===== config.mk =====
export PLATFORM = sky130hd
export DESIGN_NAME = dcp_top
export DESIGN_NICKNAME = d
export VERILOG_FILES = /design/src/verilog/dcp_pkg.sv /design/src/verilog/dcp_top.sv
export SDC_FILE = /design/constraint.sdc
export NUM_CORES = 1
export LEC_CHECK = 0
export BUFFER_PORTS_ARGS = -buffer_cell sky130_fd_sc_hd__buf_2
export CORE_ASPECT_RATIO = 0.8
export CORE_UTILIZATION = 26
export DETAILED_ROUTE_END_ITERATION = 6
export PLACE_DENSITY = 0.38
export SYNTH_ARGS = -nofsm -noshare
export SYNTH_HDL_FRONTEND = slang
export SYNTH_SLANG_ARGS = --single-unit

===== constraint.sdc =====
create_clock -name core_clk -period 3.1 [get_ports core_clk]
set_clock_uncertainty 0.05 [all_clocks]
set_input_delay 0.155 -clock core_clk [delete_from_list [all_inputs] [get_ports core_clk]]
set_output_delay 0.155 -clock core_clk [all_outputs]
set_load 0.1 [all_outputs]

===== src/verilog/dcp_pkg.sv =====
// Package for the dual-compare PWM timer: register map, field positions, reset values
package dcp_pkg;

  // ==========================================================
  // Widths
  localparam int DCP_AW = 8;
  localparam int DCP_DW = 16;

  // ==========================================================
  // Register offsets (word addresses on the register port)
  localparam logic [7:0] DCP_OFF_MODE = 8'h00;
  localparam logic [7:0] DCP_OFF_FUNC = 8'h01;
  localparam logic [7:0] DCP_OFF_CUTOFF = 8'h02;
  localparam logic [7:0] DCP_OFF_OUTDIS = 8'h03;
  localparam logic [7:0] DCP_OFF_LEVEL = 8'h04;
  localparam logic [7:0] DCP_OFF_RUN = 8'h05;
  localparam logic [7:0] DCP_OFF_CLR = 8'h06;
  localparam logic [7:0] DCP_OFF_STATUS = 8'h07;
  localparam logic [7:0] DCP_OFF_CNT0 = 8'h08;
  localparam logic [7:0] DCP_OFF_CNT1 = 8'h09;
  // General registers occupy 0x10..0x17 in the order of the index constants below
  localparam logic [7:0] DCP_OFF_GR_BASE = 8'h10;
  localparam logic [4:0] DCP_GR_PAGE = 5'h02;

  // ==========================================================
  // General register indices
  localparam int DCP_GR_PERIOD = 0;
  localparam int DCP_GR_B0_RESET = 1;
  localparam int DCP_GR_A1_SET = 2;
  localparam int DCP_GR_B1_SET = 3;
  localparam int DCP_GR_BUF_OFS = 4;
  localparam int DCP_GR_NUM = 8;

  // ==========================================================
  // Field positions
  localparam int DCP_MODE_LOCKSTEP = 0;
  localparam int DCP_MODE_BUF_BASE = 4;
  localparam int DCP_FUNC_DCPWM = 7;
  localparam int DCP_FUNC_CMB_HI = 1;
  localparam int DCP_FUNC_CMB_LO = 0;
  localparam int DCP_CUT_A0_HI = 7;
  localparam int DCP_CUT_A0_LO = 6;
  localparam int DCP_CUT_B0_HI = 5;
  localparam int DCP_CUT_B0_LO = 4;
  localparam int DCP_RUN0 = 0;
  localparam int DCP_RUN1 = 1;

  // ==========================================================
  // Encodings
  localparam logic [1:0] DCP_CMB_TIMER = 2'h0;
  localparam logic [1:0] DCP_CMB_RSYNC = 2'h1;
  localparam logic [2:0] DCP_CLR_PERIOD = 3'h1;
  localparam logic [1:0] DCP_CUT_NONE = 2'h0;
  localparam logic [1:0] DCP_CUT_HIZ = 2'h1;
  localparam logic [1:0] DCP_CUT_LOW = 2'h2;
  localparam logic [1:0] DCP_CUT_HIGH = 2'h3;

  // ==========================================================
  // Reset values
  localparam logic [7:0] DCP_RST_MODE = 8'h00;
  localparam logic [7:0] DCP_RST_FUNC = 8'h80;
  localparam logic [7:0] DCP_RST_CUTOFF = 8'h00;
  localparam logic [7:0] DCP_RST_OUTDIS = 8'hFF;
  localparam logic [7:0] DCP_RST_LEVEL = 8'h00;
  localparam logic [7:0] DCP_RST_RUN = 8'h00;
  localparam logic [2:0] DCP_RST_CLR = 3'h0;
  localparam logic [15:0] DCP_RST_GR = 16'hFFFF;
  localparam logic [15:0] DCP_RST_CNT = 16'h0000;
  localparam logic [15:0] DCP_CNT_ONE = 16'h0001;

endpackage


===== src/verilog/dcp_top.sv =====
// Dual-compare PWM timer: configuration registers, two counters, buffered compares, pin control
`timescale 1ns/1ns
module dcp_top (
  input wire logic core_clk, // Peripheral clock
  input wire logic reset_n, // Asynchronous reset, active low
  input wire logic [dcp_pkg::DCP_AW-1:0] reg_addr, // Register word address
  input wire logic [dcp_pkg::DCP_DW-1:0] reg_wdata, // Write data
  input wire logic reg_wr, // Write strobe
  input wire logic reg_rd, // Read strobe
  output logic [dcp_pkg::DCP_DW-1:0] reg_rdata, // Read data, cycle after strobe
  input wire logic cutoff_req, // Forced cutoff request, active high level
  input wire logic [7:0] gpio_out, // General port output values per pin
  input wire logic [7:0] gpio_oe, // General port output enables per pin
  output logic pin_a0_out, // Pin A0 level
  output logic pin_a0_oe, // Pin A0 drive enable
  output logic pin_b0_out, // Pin B0 level
  output logic pin_b0_oe, // Pin B0 drive enable
  output logic pin_c0_out, // Pin C0 level
  output logic pin_c0_oe, // Pin C0 drive enable
  output logic pin_d0_out, // Pin D0 level
  output logic pin_d0_oe, // Pin D0 drive enable
  output logic pin_a1_out, // Pin A1 level
  output logic pin_a1_oe, // Pin A1 drive enable
  output logic pin_b1_out, // Pin B1 level
  output logic pin_b1_oe, // Pin B1 drive enable
  output logic pin_c1_out, // Pin C1 level
  output logic pin_c1_oe, // Pin C1 drive enable
  output logic pin_d1_out, // Pin D1 level
  output logic pin_d1_oe, // Pin D1 drive enable
  output logic pwm_active, // Dual-compare PWM waveform in effect
  output logic period_match // Counter0 met period register in the previous cycle
);
  import dcp_pkg::*;

  // ==========================================================
  // State
  typedef struct packed {
    logic [7:0] timer_mode_cfg;
    logic [7:0] function_ctl;
    logic [7:0] cutoff_filter_cfg;
    logic [7:0] output_master_disable;
    logic [7:0] output_level_ctl;
    logic [7:0] run_ctl;
    logic [2:0] clear_src_sel;
    logic [15:0] counter0;
    logic [15:0] counter1;
    logic [DCP_GR_NUM-1:0][15:0] gr;
    logic a0_lvl;
    logic b0_lvl;
    logic [7:0] pin_out;
    logic [7:0] pin_oe;
    logic pwm_act;
    logic per_match;
    logic [15:0] rdata;
  } dcp_state_type;

  dcp_state_type state_reg;
  dcp_state_type state_next;

  // ==========================================================
  // Decoded controls
  logic [1:0] comb_sel;
  logic comp_mode;
  logic dual_pwm;
  logic run0;
  logic run1;
  logic lockstep;
  logic match_per;
  logic match_b0;
  logic match_a1;
  logic match_b1;
  logic underflow1;
  logic xfer;
  logic [15:0] cnt0_adv;
  logic [15:0] cnt1_adv;
  logic [7:0] tmr_val;
  logic [1:0] cut_a0;
  logic [1:0] cut_b0;
  logic gr_hit;
  logic [2:0] gr_idx;

  always_comb begin
    comb_sel = {state_reg.function_ctl[DCP_FUNC_CMB_HI], state_reg.function_ctl[DCP_FUNC_CMB_LO]};
    // Upper combination bit set means complementary mode
    comp_mode = comb_sel[1];
    // PWM select only counts in plain combination setting
    dual_pwm = (comb_sel == DCP_CMB_TIMER) && !state_reg.function_ctl[DCP_FUNC_DCPWM];
    run0 = state_reg.run_ctl[DCP_RUN0];
    run1 = state_reg.run_ctl[DCP_RUN1];
    lockstep = state_reg.timer_mode_cfg[DCP_MODE_LOCKSTEP];
    match_per = run0 && (state_reg.counter0 == state_reg.gr[DCP_GR_PERIOD]);
    match_b0 = run0 && (state_reg.counter0 == state_reg.gr[DCP_GR_B0_RESET]);
    match_a1 = run0 && (state_reg.counter0 == state_reg.gr[DCP_GR_A1_SET]);
    match_b1 = run0 && (state_reg.counter0 == state_reg.gr[DCP_GR_B1_SET]);
    underflow1 = comp_mode && run1 && (state_reg.counter1 == DCP_RST_CNT);
    // Buffer transfer moment depends on the combination mode
    if (comp_mode) begin
      xfer = comb_sel[0] ? match_per : underflow1;
    end else begin
      xfer = match_per;
    end
    cut_a0 = {state_reg.cutoff_filter_cfg[DCP_CUT_A0_HI], state_reg.cutoff_filter_cfg[DCP_CUT_A0_LO]};
    cut_b0 = {state_reg.cutoff_filter_cfg[DCP_CUT_B0_HI], state_reg.cutoff_filter_cfg[DCP_CUT_B0_LO]};
    gr_hit = (reg_addr[7:3] == DCP_GR_PAGE);
    gr_idx = reg_addr[2:0];
  end

  // ==========================================================
  // Counter advance
  always_comb begin
    cnt0_adv = state_reg.counter0;
    if (run0) begin
      if (match_per && (state_reg.clear_src_sel == DCP_CLR_PERIOD)) begin
        cnt0_adv = DCP_RST_CNT;
      end else begin
        cnt0_adv = state_reg.counter0 + DCP_CNT_ONE;
      end
    end
    cnt1_adv = state_reg.counter1;
    if (lockstep) begin
      // Synchronous operation: counter1 tracks counter0 exactly
      cnt1_adv = cnt0_adv;
    end else if (run1) begin
      // Independent operation; down-counting only in complementary mode
      if (comp_mode) begin
        cnt1_adv = state_reg.counter1 - DCP_CNT_ONE;
      end else begin
        cnt1_adv = state_reg.counter1 + DCP_CNT_ONE;
      end
    end
  end

  // ==========================================================
  // Next state
  always_comb begin
    state_next = state_reg;
    state_next.counter0 = cnt0_adv;
    state_next.counter1 = cnt1_adv;
    state_next.per_match = match_per;
    state_next.pwm_act = dual_pwm;

    // Buffer transfers; a deselected buffer is an ordinary register
    for (int i = 0; i < DCP_GR_BUF_OFS; i++) begin
      if (xfer && state_reg.timer_mode_cfg[DCP_MODE_BUF_BASE + i]) begin
        state_next.gr[i] = state_reg.gr[i + DCP_GR_BUF_OFS];
      end
    end

    // A0 waveform: reset match wins over set match when both coincide
    if (!run0) begin
      state_next.a0_lvl = state_reg.output_level_ctl[0];
    end else if (dual_pwm && match_per) begin
      state_next.a0_lvl = state_reg.output_level_ctl[0];
    end else if (dual_pwm && match_a1) begin
      state_next.a0_lvl = !state_reg.output_level_ctl[0];
    end

    // B0 waveform: same priority as A0
    if (!run0) begin
      state_next.b0_lvl = state_reg.output_level_ctl[1];
    end else if (dual_pwm && match_b0) begin
      state_next.b0_lvl = state_reg.output_level_ctl[1];
    end else if (dual_pwm && match_b1) begin
      state_next.b0_lvl = !state_reg.output_level_ctl[1];
    end

    // Timer-owned pin values; pins without a waveform hold their initial level
    tmr_val = state_reg.output_level_ctl;
    tmr_val[0] = state_reg.a0_lvl;
    tmr_val[1] = state_reg.b0_lvl;

    for (int p = 0; p < 8; p++) begin
      if (state_reg.output_master_disable[p]) begin
        state_next.pin_out[p] = gpio_out[p];
        state_next.pin_oe[p] = gpio_oe[p];
      end else begin
        state_next.pin_out[p] = tmr_val[p];
        state_next.pin_oe[p] = 1'b1;
      end
    end

    // Forced cutoff overrides timer drive on A0 and B0 only
    if (cutoff_req && !state_reg.output_master_disable[0]) begin
      case (cut_a0)
        DCP_CUT_HIZ: begin
          state_next.pin_oe[0] = 1'b0;
        end
        DCP_CUT_LOW: begin
          state_next.pin_out[0] = 1'b0;
        end
        DCP_CUT_HIGH: begin
          state_next.pin_out[0] = 1'b1;
        end
        default: begin
        end
      endcase
    end
    if (cutoff_req && !state_reg.output_master_disable[1]) begin
      case (cut_b0)
        DCP_CUT_HIZ: begin
          state_next.pin_oe[1] = 1'b0;
        end
        DCP_CUT_LOW: begin
          state_next.pin_out[1] = 1'b0;
        end
        DCP_CUT_HIGH: begin
          state_next.pin_out[1] = 1'b1;
        end
        default: begin
        end
      endcase
    end

    // Register writes; software writes win over counting and transfers
    if (reg_wr) begin
      if (gr_hit) begin
        state_next.gr[gr_idx] = reg_wdata;
      end else begin
        case (reg_addr)
          DCP_OFF_MODE: begin
            state_next.timer_mode_cfg = reg_wdata[7:0] & 8'hF1;
          end
          DCP_OFF_FUNC: begin
            state_next.function_ctl = reg_wdata[7:0] & 8'hCF;
          end
          DCP_OFF_CUTOFF: begin
            state_next.cutoff_filter_cfg = reg_wdata[7:0];
          end
          DCP_OFF_OUTDIS: begin
            state_next.output_master_disable = reg_wdata[7:0];
          end
          DCP_OFF_LEVEL: begin
            state_next.output_level_ctl = reg_wdata[7:0];
          end
          DCP_OFF_RUN: begin
            state_next.run_ctl = reg_wdata[7:0] & 8'h03;
          end
          DCP_OFF_CLR: begin
            state_next.clear_src_sel = reg_wdata[2:0];
          end
          DCP_OFF_CNT0: begin
            state_next.counter0 = reg_wdata;
          end
          DCP_OFF_CNT1: begin
            state_next.counter1 = reg_wdata;
          end
          default: begin
          end
        endcase
      end
    end

    // Register reads; unmapped addresses return zero
    state_next.rdata = 16'h0000;
    if (reg_rd) begin
      if (gr_hit) begin
        state_next.rdata = state_reg.gr[gr_idx];
      end else begin
        case (reg_addr)
          DCP_OFF_MODE: begin
            state_next.rdata = {8'h00, state_reg.timer_mode_cfg};
          end
          DCP_OFF_FUNC: begin
            state_next.rdata = {8'h00, state_reg.function_ctl};
          end
          DCP_OFF_CUTOFF: begin
            state_next.rdata = {8'h00, state_reg.cutoff_filter_cfg};
          end
          DCP_OFF_OUTDIS: begin
            state_next.rdata = {8'h00, state_reg.output_master_disable};
          end
          DCP_OFF_LEVEL: begin
            state_next.rdata = {8'h00, state_reg.output_level_ctl};
          end
          DCP_OFF_RUN: begin
            state_next.rdata = {8'h00, state_reg.run_ctl};
          end
          DCP_OFF_CLR: begin
            state_next.rdata = {13'h0000, state_reg.clear_src_sel};
          end
          DCP_OFF_STATUS: begin
            state_next.rdata = {12'h000, underflow1, dual_pwm, state_reg.b0_lvl, state_reg.a0_lvl};
          end
          DCP_OFF_CNT0: begin
            state_next.rdata = state_reg.counter0;
          end
          DCP_OFF_CNT1: begin
            state_next.rdata = state_reg.counter1;
          end
          default: begin
          end
        endcase
      end
    end
  end

  // ==========================================================
  // Registers
  always_ff @(posedge core_clk or negedge reset_n) begin
    if (!reset_n) begin
      state_reg.timer_mode_cfg <= DCP_RST_MODE;
      state_reg.function_ctl <= DCP_RST_FUNC;
      state_reg.cutoff_filter_cfg <= DCP_RST_CUTOFF;
      state_reg.output_master_disable <= DCP_RST_OUTDIS;
      state_reg.output_level_ctl <= DCP_RST_LEVEL;
      state_reg.run_ctl <= DCP_RST_RUN;
      state_reg.clear_src_sel <= DCP_RST_CLR;
      state_reg.counter0 <= DCP_RST_CNT;
      state_reg.counter1 <= DCP_RST_CNT;
      state_reg.gr <= {DCP_GR_NUM{DCP_RST_GR}};
      state_reg.a0_lvl <= 1'b0;
      state_reg.b0_lvl <= 1'b0;
      state_reg.pin_out <= 8'h00;
      state_reg.pin_oe <= 8'h00;
      state_reg.pwm_act <= 1'b0;
      state_reg.per_match <= 1'b0;
      state_reg.rdata <= 16'h0000;
    end else begin
      state_reg <= state_next;
    end
  end

  // ==========================================================
  // Outputs
  assign reg_rdata = state_reg.rdata;
  assign pin_a0_out = state_reg.pin_out[0];
  assign pin_a0_oe = state_reg.pin_oe[0];
  assign pin_b0_out = state_reg.pin_out[1];
  assign pin_b0_oe = state_reg.pin_oe[1];
  assign pin_c0_out = state_reg.pin_out[2];
  assign pin_c0_oe = state_reg.pin_oe[2];
  assign pin_d0_out = state_reg.pin_out[3];
  assign pin_d0_oe = state_reg.pin_oe[3];
  assign pin_a1_out = state_reg.pin_out[4];
  assign pin_a1_oe = state_reg.pin_oe[4];
  assign pin_b1_out = state_reg.pin_out[5];
  assign pin_b1_oe = state_reg.pin_oe[5];
  assign pin_c1_out = state_reg.pin_out[6];
  assign pin_c1_oe = state_reg.pin_oe[6];
  assign pin_d1_out = state_reg.pin_out[7];
  assign pin_d1_oe = state_reg.pin_oe[7];
  assign pwm_active = state_reg.pwm_act;
  assign period_match = state_reg.per_match;

endmodule

==> results of run 1 <==
==> cell type report <==
cell class                      count  area (um2)
Tap cell                          684         856
Fill cell                        5231       35000
Sequential cell                   236        6080
Timing Repair Buffer              186        1380
Antenna cell                        1        2.50
Inverter                            4        15.0
Clock buffer                       40         827
Clock inverter                     14         165
Multi-Input combinational cell    855        6820
==> worst register-to-register path, stage by stage, from the launching register on <==
cell and delay, ps:
dfrtp_1 510, xnor2_1 400, nand4_1 180, or3_4 370, o31ai_4 470, nand2_4 320
mux2i_1 210, a21oi_1 190
==> per-layer routing <==
layer | wire, um | track usage (%) | vias up
met3 | 1710 | 2.19 | 45
li1 | - | - | 4575
met2 | 21300 | 28.1 | 189
met5 | 0 | 0 | -
met4 | 768 | 3.47 | 0
met1 | 24600 | 28.2 | 5124
==> metrics by stage <==
stage / worst slack [ps] / total power (uW) / cell area, um2 / util, %
6_report: 300 / 10400 / 16100 / 31.6
5_1_grt: 269 / 10900 / 16100 / 31.6
4_1_cts: 362 / 10500 / 16100 / 31.6
3_5_place_dp: 391 / 6790 / 14700 / 28.9
3_3_place_gp: 429 / 6800 / 14700 / 28.9
2_1_floorplan: 457 / 5760 / 13500 / -
==> power by group through the flow <==
| stage | Combinational, uW | Clock [uW] | Sequential, uW |
|---|---|---|---|
| global placement | 2790 | 0 | 4010 |
| finish | 2860 | 3550 | 3970 |
| floorplan | 1940 | 0 | 3820 |
| CTS | 2860 | 3660 | 3960 |
| global route | 3100 | 3790 | 4010 |
| detailed placement | 2790 | 0 | 4000 |
==> synth_stat cells, types with 7 or more instances <==
library cell	count	share of area, %
mux4_2	34	5.7
nand3_1	21	0.78
nand2b_1	9	0.42
o31ai_1	8	0.45
a31oi_1	10	0.46
a211oi_1	8	0.45
a221oi_1	8	0.52
dfrtp_1	99	18
o21ai_1	29	1.1
o21ai_0	43	1.6
a21o_1	8	0.45
nor2_1	58	1.6
mux2i_1	80	5.9
buf_1	7	0.20
dfstp_2	137	27
buf_2	25	0.93
nor2b_1	18	0.84
nor3_1	12	0.45
and3_1	9	0.42
a222oi_1	8	0.59
clkbuf_1	51	1.4
buf_4	17	0.95
nand2_1	109	3.0
nor4_1	11	0.51
ha_1	15	1.4
a21oi_1	56	2.1
buf_6	9	0.75
xnor2_1	54	3.5
mux2_2	124	10
xor2_1	36	2.3
a22oi_1	7	0.39
nand4_1	21	0.97
==> layout by cell type, fill, tap and decap left out, types with 11 or more instances in the layout <==
cell and n:
a21oi_1 56, buf_2 76, buf_4 64, clkbuf_16 29
dfrtp_1 99, dfstp_2 137, dlygate4sd3_1 40, ha_1 15
mux2_2 124, mux2i_1 80, mux4_2 34, nand2_1 109
nand3_1 21, nand4_1 21, nor2_1 56, nor2b_1 18
nor4_1 11, o21ai_0 43, o21ai_1 29, xnor2_1 54
xor2_1 36
==> cells by family (layout without fill, tap and decap cells) <==
kind of cell    after synthesis  after routing
simple gates                297            297
fa+ha+maj                    16             16
mux                         238            238
compound gates              211            211
buf+inv                     114            244
xor+xnor                     93             93
flops                       236            236
other cells                   0              1
==> timing repair <==
item	4_1_cts	5_1_grt
hold endpoints to repair	182	0
setup buffers	0	0
hold buffers	40	0
==> final timing paths <==
path	depth (start not counted)	end
setup / recovery	7	state_reg[38]$_DFF_PN1_
hold / removal	4	reg_rdata[0]$_DFF_PN0_
setup reg to reg	7	state_reg[38]$_DFF_PN1_
hold reg to reg	1	pin_d0_oe$_DFF_PN0_
max in group asynchronous	3	asynchronous set/reset pin
min in group asynchronous	2	pin_b1_oe$_DFF_PN0_
==> flow_summary.toml, run 1 <==
[global_route]
grt_pass1_vias = 10000
grt_max_degree = 77
track_usage_pct = 18.5
grt_overflow = 0
grt_pass1_wl_um = 71700
antenna_found_initial = 3

[yosys]
synth_compound_area_share_pct = 9.85
synth_top_family_by_area = "multiplexers"
synth_xor_area_share_pct = 6.21
synth-seq-cells = 236
ys_seq_area_share_pct = 45.1
yosys.area_share.simple_pct = 10.9
async_flop_share_pct = 100
synthMuxAreaShare_pct = 22.0
syn_area_um2 = 13500
synth_top_flop_cell = "dfstp_2"
yosys_warnings = 0
synth_fa_ha_area_share_pct = 1.54
synth-edff-count = 0
post_synth_num_cell_types = 69
avgSynthCellArea_um2 = 11.2
postSynthCellCount = 1205
synth_fp_nets = 1266

[run]
drv_cap = 0

[pwr]
peakVddDrop_uv = 419
intPower_uw = 6810
p_per_area_nw_per_um2 = 643
combPwrFrac_pct = 27.5
p_sw_uw = 3560
p_sw_share_pct = 34.4
seq_power_share_pct = 38.3
p_leak_uw = 0.00695
pwr-share-clk_pct = 34.2

[placement]
io_buffers = 78
dpl.cell_count = 1925
dp_hpwl_um = 34800
place_congestion = 0.816

[clock_network]
ctsResizeCount = 0
cts_root_buffer = "clkbuf_16"
clk_latency_ps = 580
clockBufferDepth = 3
numCtsBuffers = 29
clk_pin_slew_ps = 60
cts_max_level = 1
cts_tree = "built"
clock_sinks = 236

[sta]
worst_pin_slew_ps = 734
fin_crit_ps = 2800
relSlewSlack_pct = 50.6
final-max-slew-violation-count = 0
rsz0062_at_grt = "no"
holdWs_ps = 57.3
setup_viol = 0
hold_violations = 0
post-route-period-util_pct = 90.3
fin_tns_setup_ps = 0
fmax_mhz = 357

[status]
status = "complete, no violations"

[final_layout]
syn_to_final_growth_pct = 19.8
finalNonFillerCells = 2020
finalNetCount = 1373
drive_above_1_share_pct = 38.4

[min_path]
hold_start = "reg_addr[5]"
hold_path.class = "input port to register"

[setup_path]
startpoint = "state_reg[182]$_DFF_PN0_"
crit_family = "simple AND/OR/NAND/NOR gates"
path_buf_inv = 0
crit_path_max_fanout = 16
cp-end-kind = "register"
crit_slowest_cell = "dfrtp_1"
rr_startpoint = "state_reg[182]$_DFF_PN0_"
r2r_setup_slack_ps = 300
crit_chain = "xnor2_1 > nand4_1 > or3_4 > o31ai_4 > nand2_4 > mux2i_1 > a21oi_1"
cp-start-kind = "register"
critical_path.max_stage_delay_ps = 510
crit_type = "register to register"
arrival_ps = 3230
critPathRequiredTime_ps = 3530

[floorplan]
initial_core_util_pct = 26.4
dieArea_um2 = 52800
rows = 74
io-pin-count = 79
chipHeight_um = 206
core_um2 = 51100
fp.dieW_um = 257

[route]
wl_per_cell_um = 24.0
first_pass_iters = 5
postRouteWirelength_um = 48400
viasPerCell = 4.92
num_vias = 9933
drtIter0Drc = 726
remaining_drc_errors = 0
postRouteAntennaNets = 0
(Power assumes the default switching activity.)
==> inputs of run 2 (changes only) <==
- BUFFER_PORTS_ARGS: -buffer_cell sky130_fd_sc_hd__buf_2 -> -buffer_cell sky130_fd_sc_hd__buf_4
- PLACE_DENSITY: 0.38 -> default
- PLACE_DENSITY_LB_ADDON: default -> 0.15
- clock period: 3.1 -> 2.25 ns (I/O delays scaled with it)
==> run 2 against run 1 <==
Effect of this change: the flow now finishes with violations (negative setup slack); utilization up 4.3 points; die area unchanged; first-iteration DRC count is 6.1% lower; total power is 59% higher; register-to-register slack got worse by 530 ps; largest cell class unchanged; largest power group is now combinational cells.
==> flow_summary.toml, run 2 (synthesis gave the netlist of run 1 again) <==
[status]
status = "finished, violations left"
violations = "negative setup slack"

[sta]
fin_crit_ps = 2480
post-route-period-util_pct = 110
fin_tns_setup_ps = -12820
worst_pin_slew_ps = 691
hold_violations = 0
fin_ws_ps = -227
relSlewSlack_pct = 54.0
rsz0062_at_grt = "yes"
setup_viol = 74
final-max-slew-violation-count = 0
fmax_mhz = 404

[setup_path]
critical_path.max_stage_delay_ps = 560
arrival_ps = 2920
crit_type = "register to register"
crit_path_max_fanout = 8
crit_family = "simple AND/OR/NAND/NOR gates"
crit_chain = "or4_4 > nor4_4 > buf_4 > nand4_1 > o31ai_4 > buf_12 > nand2_8 > clkbuf_16 > mux2i_1 > a21oi_1"
path_buf_inv = 3
crit_slowest_cell = "or4_4"
critPathRequiredTime_ps = 2700
cp-end-kind = "register"
cp-start-kind = "register"

[floorplan]
fp.dieW_um = 257
core_um2 = 51100
io-pin-count = 79
chipHeight_um = 206
initial_core_util_pct = 26.4
rows = 74
dieArea_um2 = 52800

[final_layout]
fillers = 5066
finalNetCount = 1503
n_antenna_cell = 0
drive_above_1_share_pct = 49.0
mostFrequentLayoutCells = "buf_4, dfstp_2, mux2_2, nand2_1, dfrtp_1"
multiInputGateArea_um2 = 7500
seqCellArea_um2 = 6080
fin_area_um2 = 18300
final_common_cell = "buf_4"
finalNonFillerCells = 2148
syn_to_final_growth_pct = 36.1

[global_route]
grt_pass1_vias = 10700
use_met1_pct = 28.1
grt-busiest-layer = "met2"
grt_overflow = 0
grt_pass1_wl_um = 73300
grtUsageMet2_pct = 28.9
antenna_found_initial = 3
track_usage_pct = 18.8
grt_max_degree = 67
grt_util_met3_pct = 2.44

[pwr]
total_power_uw = 16500
peakVddDrop_uv = 569
p_per_area_nw_per_um2 = 898
p_leak_uw = 0.00783

[placement]
place_congestion = 0.861
placed_area_um2 = 16000
io_buffers = 78
dp_hpwl_um = 35900
dpl.cell_count = 2025

[clock_network]
clk_pin_slew_ps = 60
cts_max_level = 1
clock_sinks = 236
cts_tree = "built"
cts_root_buffer = "clkbuf_16"
clockBufferDepth = 3
numCtsBuffers = 29
clk_latency_ps = 580

[route]
viasPerCell = 4.88
remaining_drc_errors = 0
first_pass_iters = 6
drtIter0Drc = 682
postRouteWirelength_um = 50000
num_vias = 10500
postRouteAntennaNets = 0
wl_per_cell_um = 23.3

[run]
drv_cap = 0

[min_path]
hold_path.class = "input port to register"
==> run 2: changes by cell type in the layout (fill, tap and decap cells not counted), moves of 12 or more <==
cell,before,now
buf_12,5,19
buf_6,0,15
buf_4,64,234
buf_2,76,0
o21ai_1,29,45
xnor2_1,54,42
o21ai_0,43,26
==> run 2: final timing paths <==
check                                           start                         end  slack, ps  cells past startpoint
max                          state_reg[176]$_DFF_PN0_     state_reg[79]$_DFF_PN1_       -230                     10
max reg2reg                  state_reg[176]$_DFF_PN0_     state_reg[79]$_DFF_PN1_       -230                     10
min                                       reg_addr[6]      reg_rdata[1]$_DFF_PN0_         60                      5
min reg2reg                state_reg[217]$_DFFE_PN1P_         pin_c0_oe$_DFF_PN0_        430                      1
max in group asynchronous                     reset_n  state_reg[221]$_DFFE_PN1P_       1270                      3
min in group asynchronous                     reset_n    state_reg[183]$_DFF_PN0_         90                      2
==> run 2: worst reg2reg max path: cells and delay by family (launching register included) <==
family | cells | cell delay (ps)
AOI/OAI and AO/OA | 2 | 300
buffers and inverters | 3 | 550
DFF | 1 | 380
muxes | 1 | 130
and+or+nand+nor | 4 | 1020
==> run 2: through the flow <==
step           setup WS [ps]  utilization, %  hold WS [ps]
2_1_floorplan          -49.6               -          -233
3_3_place_gp            -371            31.2           107
3_5_place_dp            -385            31.2           108
4_1_cts                 -201            34.8          28.8
5_1_grt                 -319            35.9          84.8
6_report                -227            35.9          62.5
==> run 2: what timing repair did <==
action,4_1_cts,5_1_grt
endpoints found under the setup margin,92,91
hold endpoints to repair,341,0
resized for setup,59,66
hold buffers,44,0
pin swaps,24,50
gates cloned,0,2
setup buffers,11,16
==> run 2: layout make-up <==
| class | instances | area share [%] |
|---|---|---|
| tap | 684 | 4.67 |
| inverter | 4 | 0.0819 |
| clock buffer | 38 | 4.36 |
| clock inverter | 15 | 1.40 |
| sequential | 236 | 33.2 |
| timing repair buffer | 316 | 15.4 |
| multi-input combinational | 855 | 40.9 |
==> run 2: power breakdown <==
group / total (uW) / switching [uW] / internal (uW)
clock network: 5230 / 1940 / 3290
logic: 5830 / 3040 / 2790
registers: 5400 / 573 / 4830
total: 16500 / 5560 / 10900
==> run 2: metal layers <==
layer | routed length (um) | up-vias
li1 | - | 4830
met1 | 25000 | 5354
met2 | 22000 | 231
met3 | 2070 | 59
met4 | 889 | 0
met5 | 0 | -
==> inputs of run 3 (changes only) <==
- CTS_BUF_LIST: default -> sky130_fd_sc_hd__clkbuf_16
==> run 3 against run 2 <==
Effect of this change: the flow still finishes with violations (negative setup slack); fmax up 0.49%; sequential cell count unchanged; non-clock buffer count unchanged; die area unchanged; sequential power about the same; largest cell class unchanged; sequential share of layout area up 0.098 points; combinational power about the same; critical path depth unchanged; utilization down 0.11 points; total power down 1.1%; hold slack better by 6.8 ps.
==> flow_summary.toml, run 3 (synthesis gave the netlist of run 1 again) <==
[status]
status = "finished, violations left"
violations = "negative setup slack"

[setup_path]
critPathRequiredTime_ps = 2700
crit_type = "register to register"
cp-start-kind = "register"
crit_path_max_fanout = 8
cp-end-kind = "register"
arrival_ps = 2910
ff2ff_path_depth = 10

[final_layout]
final_common_cell = "buf_4"
mostFrequentLayoutCells = "buf_4, dfstp_2, mux2_2, nand2_1, dfrtp_1"
finalNetCount = 1503
syn_to_final_growth_pct = 35.7
fillers = 5064
multiInputGateArea_um2 = 7490
n_antenna_cell = 0
drive_above_1_share_pct = 48.7
seqCellArea_um2 = 6080

[route]
num_vias = 10500
postRouteAntennaNets = 0
first_pass_iters = 5
drtIter0Drc = 676
wl_per_cell_um = 23.3
postRouteWirelength_um = 50100
viasPerCell = 4.89
remaining_drc_errors = 0

[clock_network]
cts_root_buffer = "clkbuf_16"
cts_max_level = 1
cts_tree = "built"
clock_sinks = 236
numCtsBuffers = 29
clk_pin_slew_ps = 60
clockBufferDepth = 3
clk_latency_ps = 570

[pwr]
seq_power_share_pct = 33.2
pwr-share-clk_pct = 31.1
p_leak_uw = 0.00782
intPower_uw = 10700
p_sw_uw = 5550
p_sw_share_pct = 34.1
combPwrFrac_pct = 35.7
p_per_area_nw_per_um2 = 890
peakVddDrop_uv = 567

[sta]
worst_pin_slew_ps = 696
hold_violations = 0
relSlewSlack_pct = 53.6
fin_ws_ps = -214
fin_tns_setup_ps = -11910
rsz0062_at_grt = "yes"
fmax_mhz = 406
post-route-period-util_pct = 110
holdWs_ps = 69.3
final-max-slew-violation-count = 0
fin_crit_ps = 2460
setup_viol = 74

[floorplan]
rows = 74
io-pin-count = 79
dieArea_um2 = 52800
chipHeight_um = 206
core_um2 = 51100
fp.dieW_um = 257
initial_core_util_pct = 26.4

[run]
drv_cap = 0

[placement]
place_congestion = 0.861
dp_hpwl_um = 35900
io_buffers = 78

[global_route]
antenna_found_initial = 3
grt_pass1_vias = 10700
grt_overflow = 0
grt_max_degree = 67
grt_pass1_wl_um = 73300
track_usage_pct = 18.8

[min_path]
worstHoldPathCells = 5
hold_path.class = "input port to register"
==> run 3: changes by cell type in the layout (fill, tap and decap cells not counted), sizes merged <==
cell and delta:
clkinv +4, clkbuf -9, inv +5
==> run 3: what timing repair did <==
item	CTS	global route
hold buffers	44	0
setup buffers	11	16
setup endpoints to repair	92	91
hold endpoints to repair	343	0
pin swaps	24	50
cloned	0	2
resized for setup	58	65
==> run 3: worst max-delay path: stages, from the launching register on <==
cell	delay, ps
dfrtp_1	380
or4_4	560
nor4_4	140
buf_4	150
nand4_1	230
o31ai_4	150
buf_12	180
nand2_8	70
clkbuf_16	200
mux2i_1	120
a21oi_1	140
==> run 3: final timing paths <==
kind	from	endpoint	slack (ps)
hold / removal	reg_addr[6]	reg_rdata[1]$_DFF_PN0_	70
min in group asynchronous	reset_n	state_reg[183]$_DFF_PN0_	90
setup reg to reg	state_reg[176]$_DFF_PN0_	state_reg[79]$_DFF_PN1_	-210
max in group asynchronous	reset_n	state_reg[38]$_DFF_PN1_	1280
setup / recovery	state_reg[176]$_DFF_PN0_	state_reg[79]$_DFF_PN1_	-210
hold reg to reg	state_reg[220]$_DFFE_PN1P_	pin_b1_oe$_DFF_PN0_	430
==> run 3: area by class of cell <==
cell class,count,share of cell area (%)
Tap cell,684,4.68
Clock inverter,24,1.59
Multi-Input combinational cell,855,41.0
Timing Repair Buffer,316,15.4
Inverter,4,0.0821
Sequential cell,236,33.3
Clock buffer,29,3.97
==> run 3: power groups by stage <==
stage          Clock [uW]  Sequential (uW)  Combinational (uW)
6_report             5070             5400                5810
5_1_grt              5380             5450                6210
4_1_cts              5230             5370                5230
3_5_place_dp            0             5390                4830
3_3_place_gp            0             5410                4850
2_1_floorplan           0             5300                2820
==> run 3: stage by stage <==
stage / utilization (%) / setup WS, ps / std cells / area [um2] / power (uW)
final: 35.8 / -214 / 2148 / 18300 / 16300
after global routing: 35.8 / -317 / 2148 / 18300 / 17000
after CTS: 34.7 / -200 / 2132 / 17700 / 15800
after detailed placement: 31.2 / -385 / 2025 / 16000 / 10200
after global placement: 31.2 / -371 / 2025 / 16000 / 10300
after floorplan: - / -49.6 / 1205 / 13600 / 8110
==> run 3: routing by layer <==
layer / share of wire [%] / vias to the layer above / GRT usage (%)
met5: 0 / - / 0
met4: 1.9 / 0 / 3.32
met3: 4.2 / 63 / 2.50
met2: 44 / 224 / 28.9
met1: 50 / 5392 / 28.1
li1: - / 4832 / -
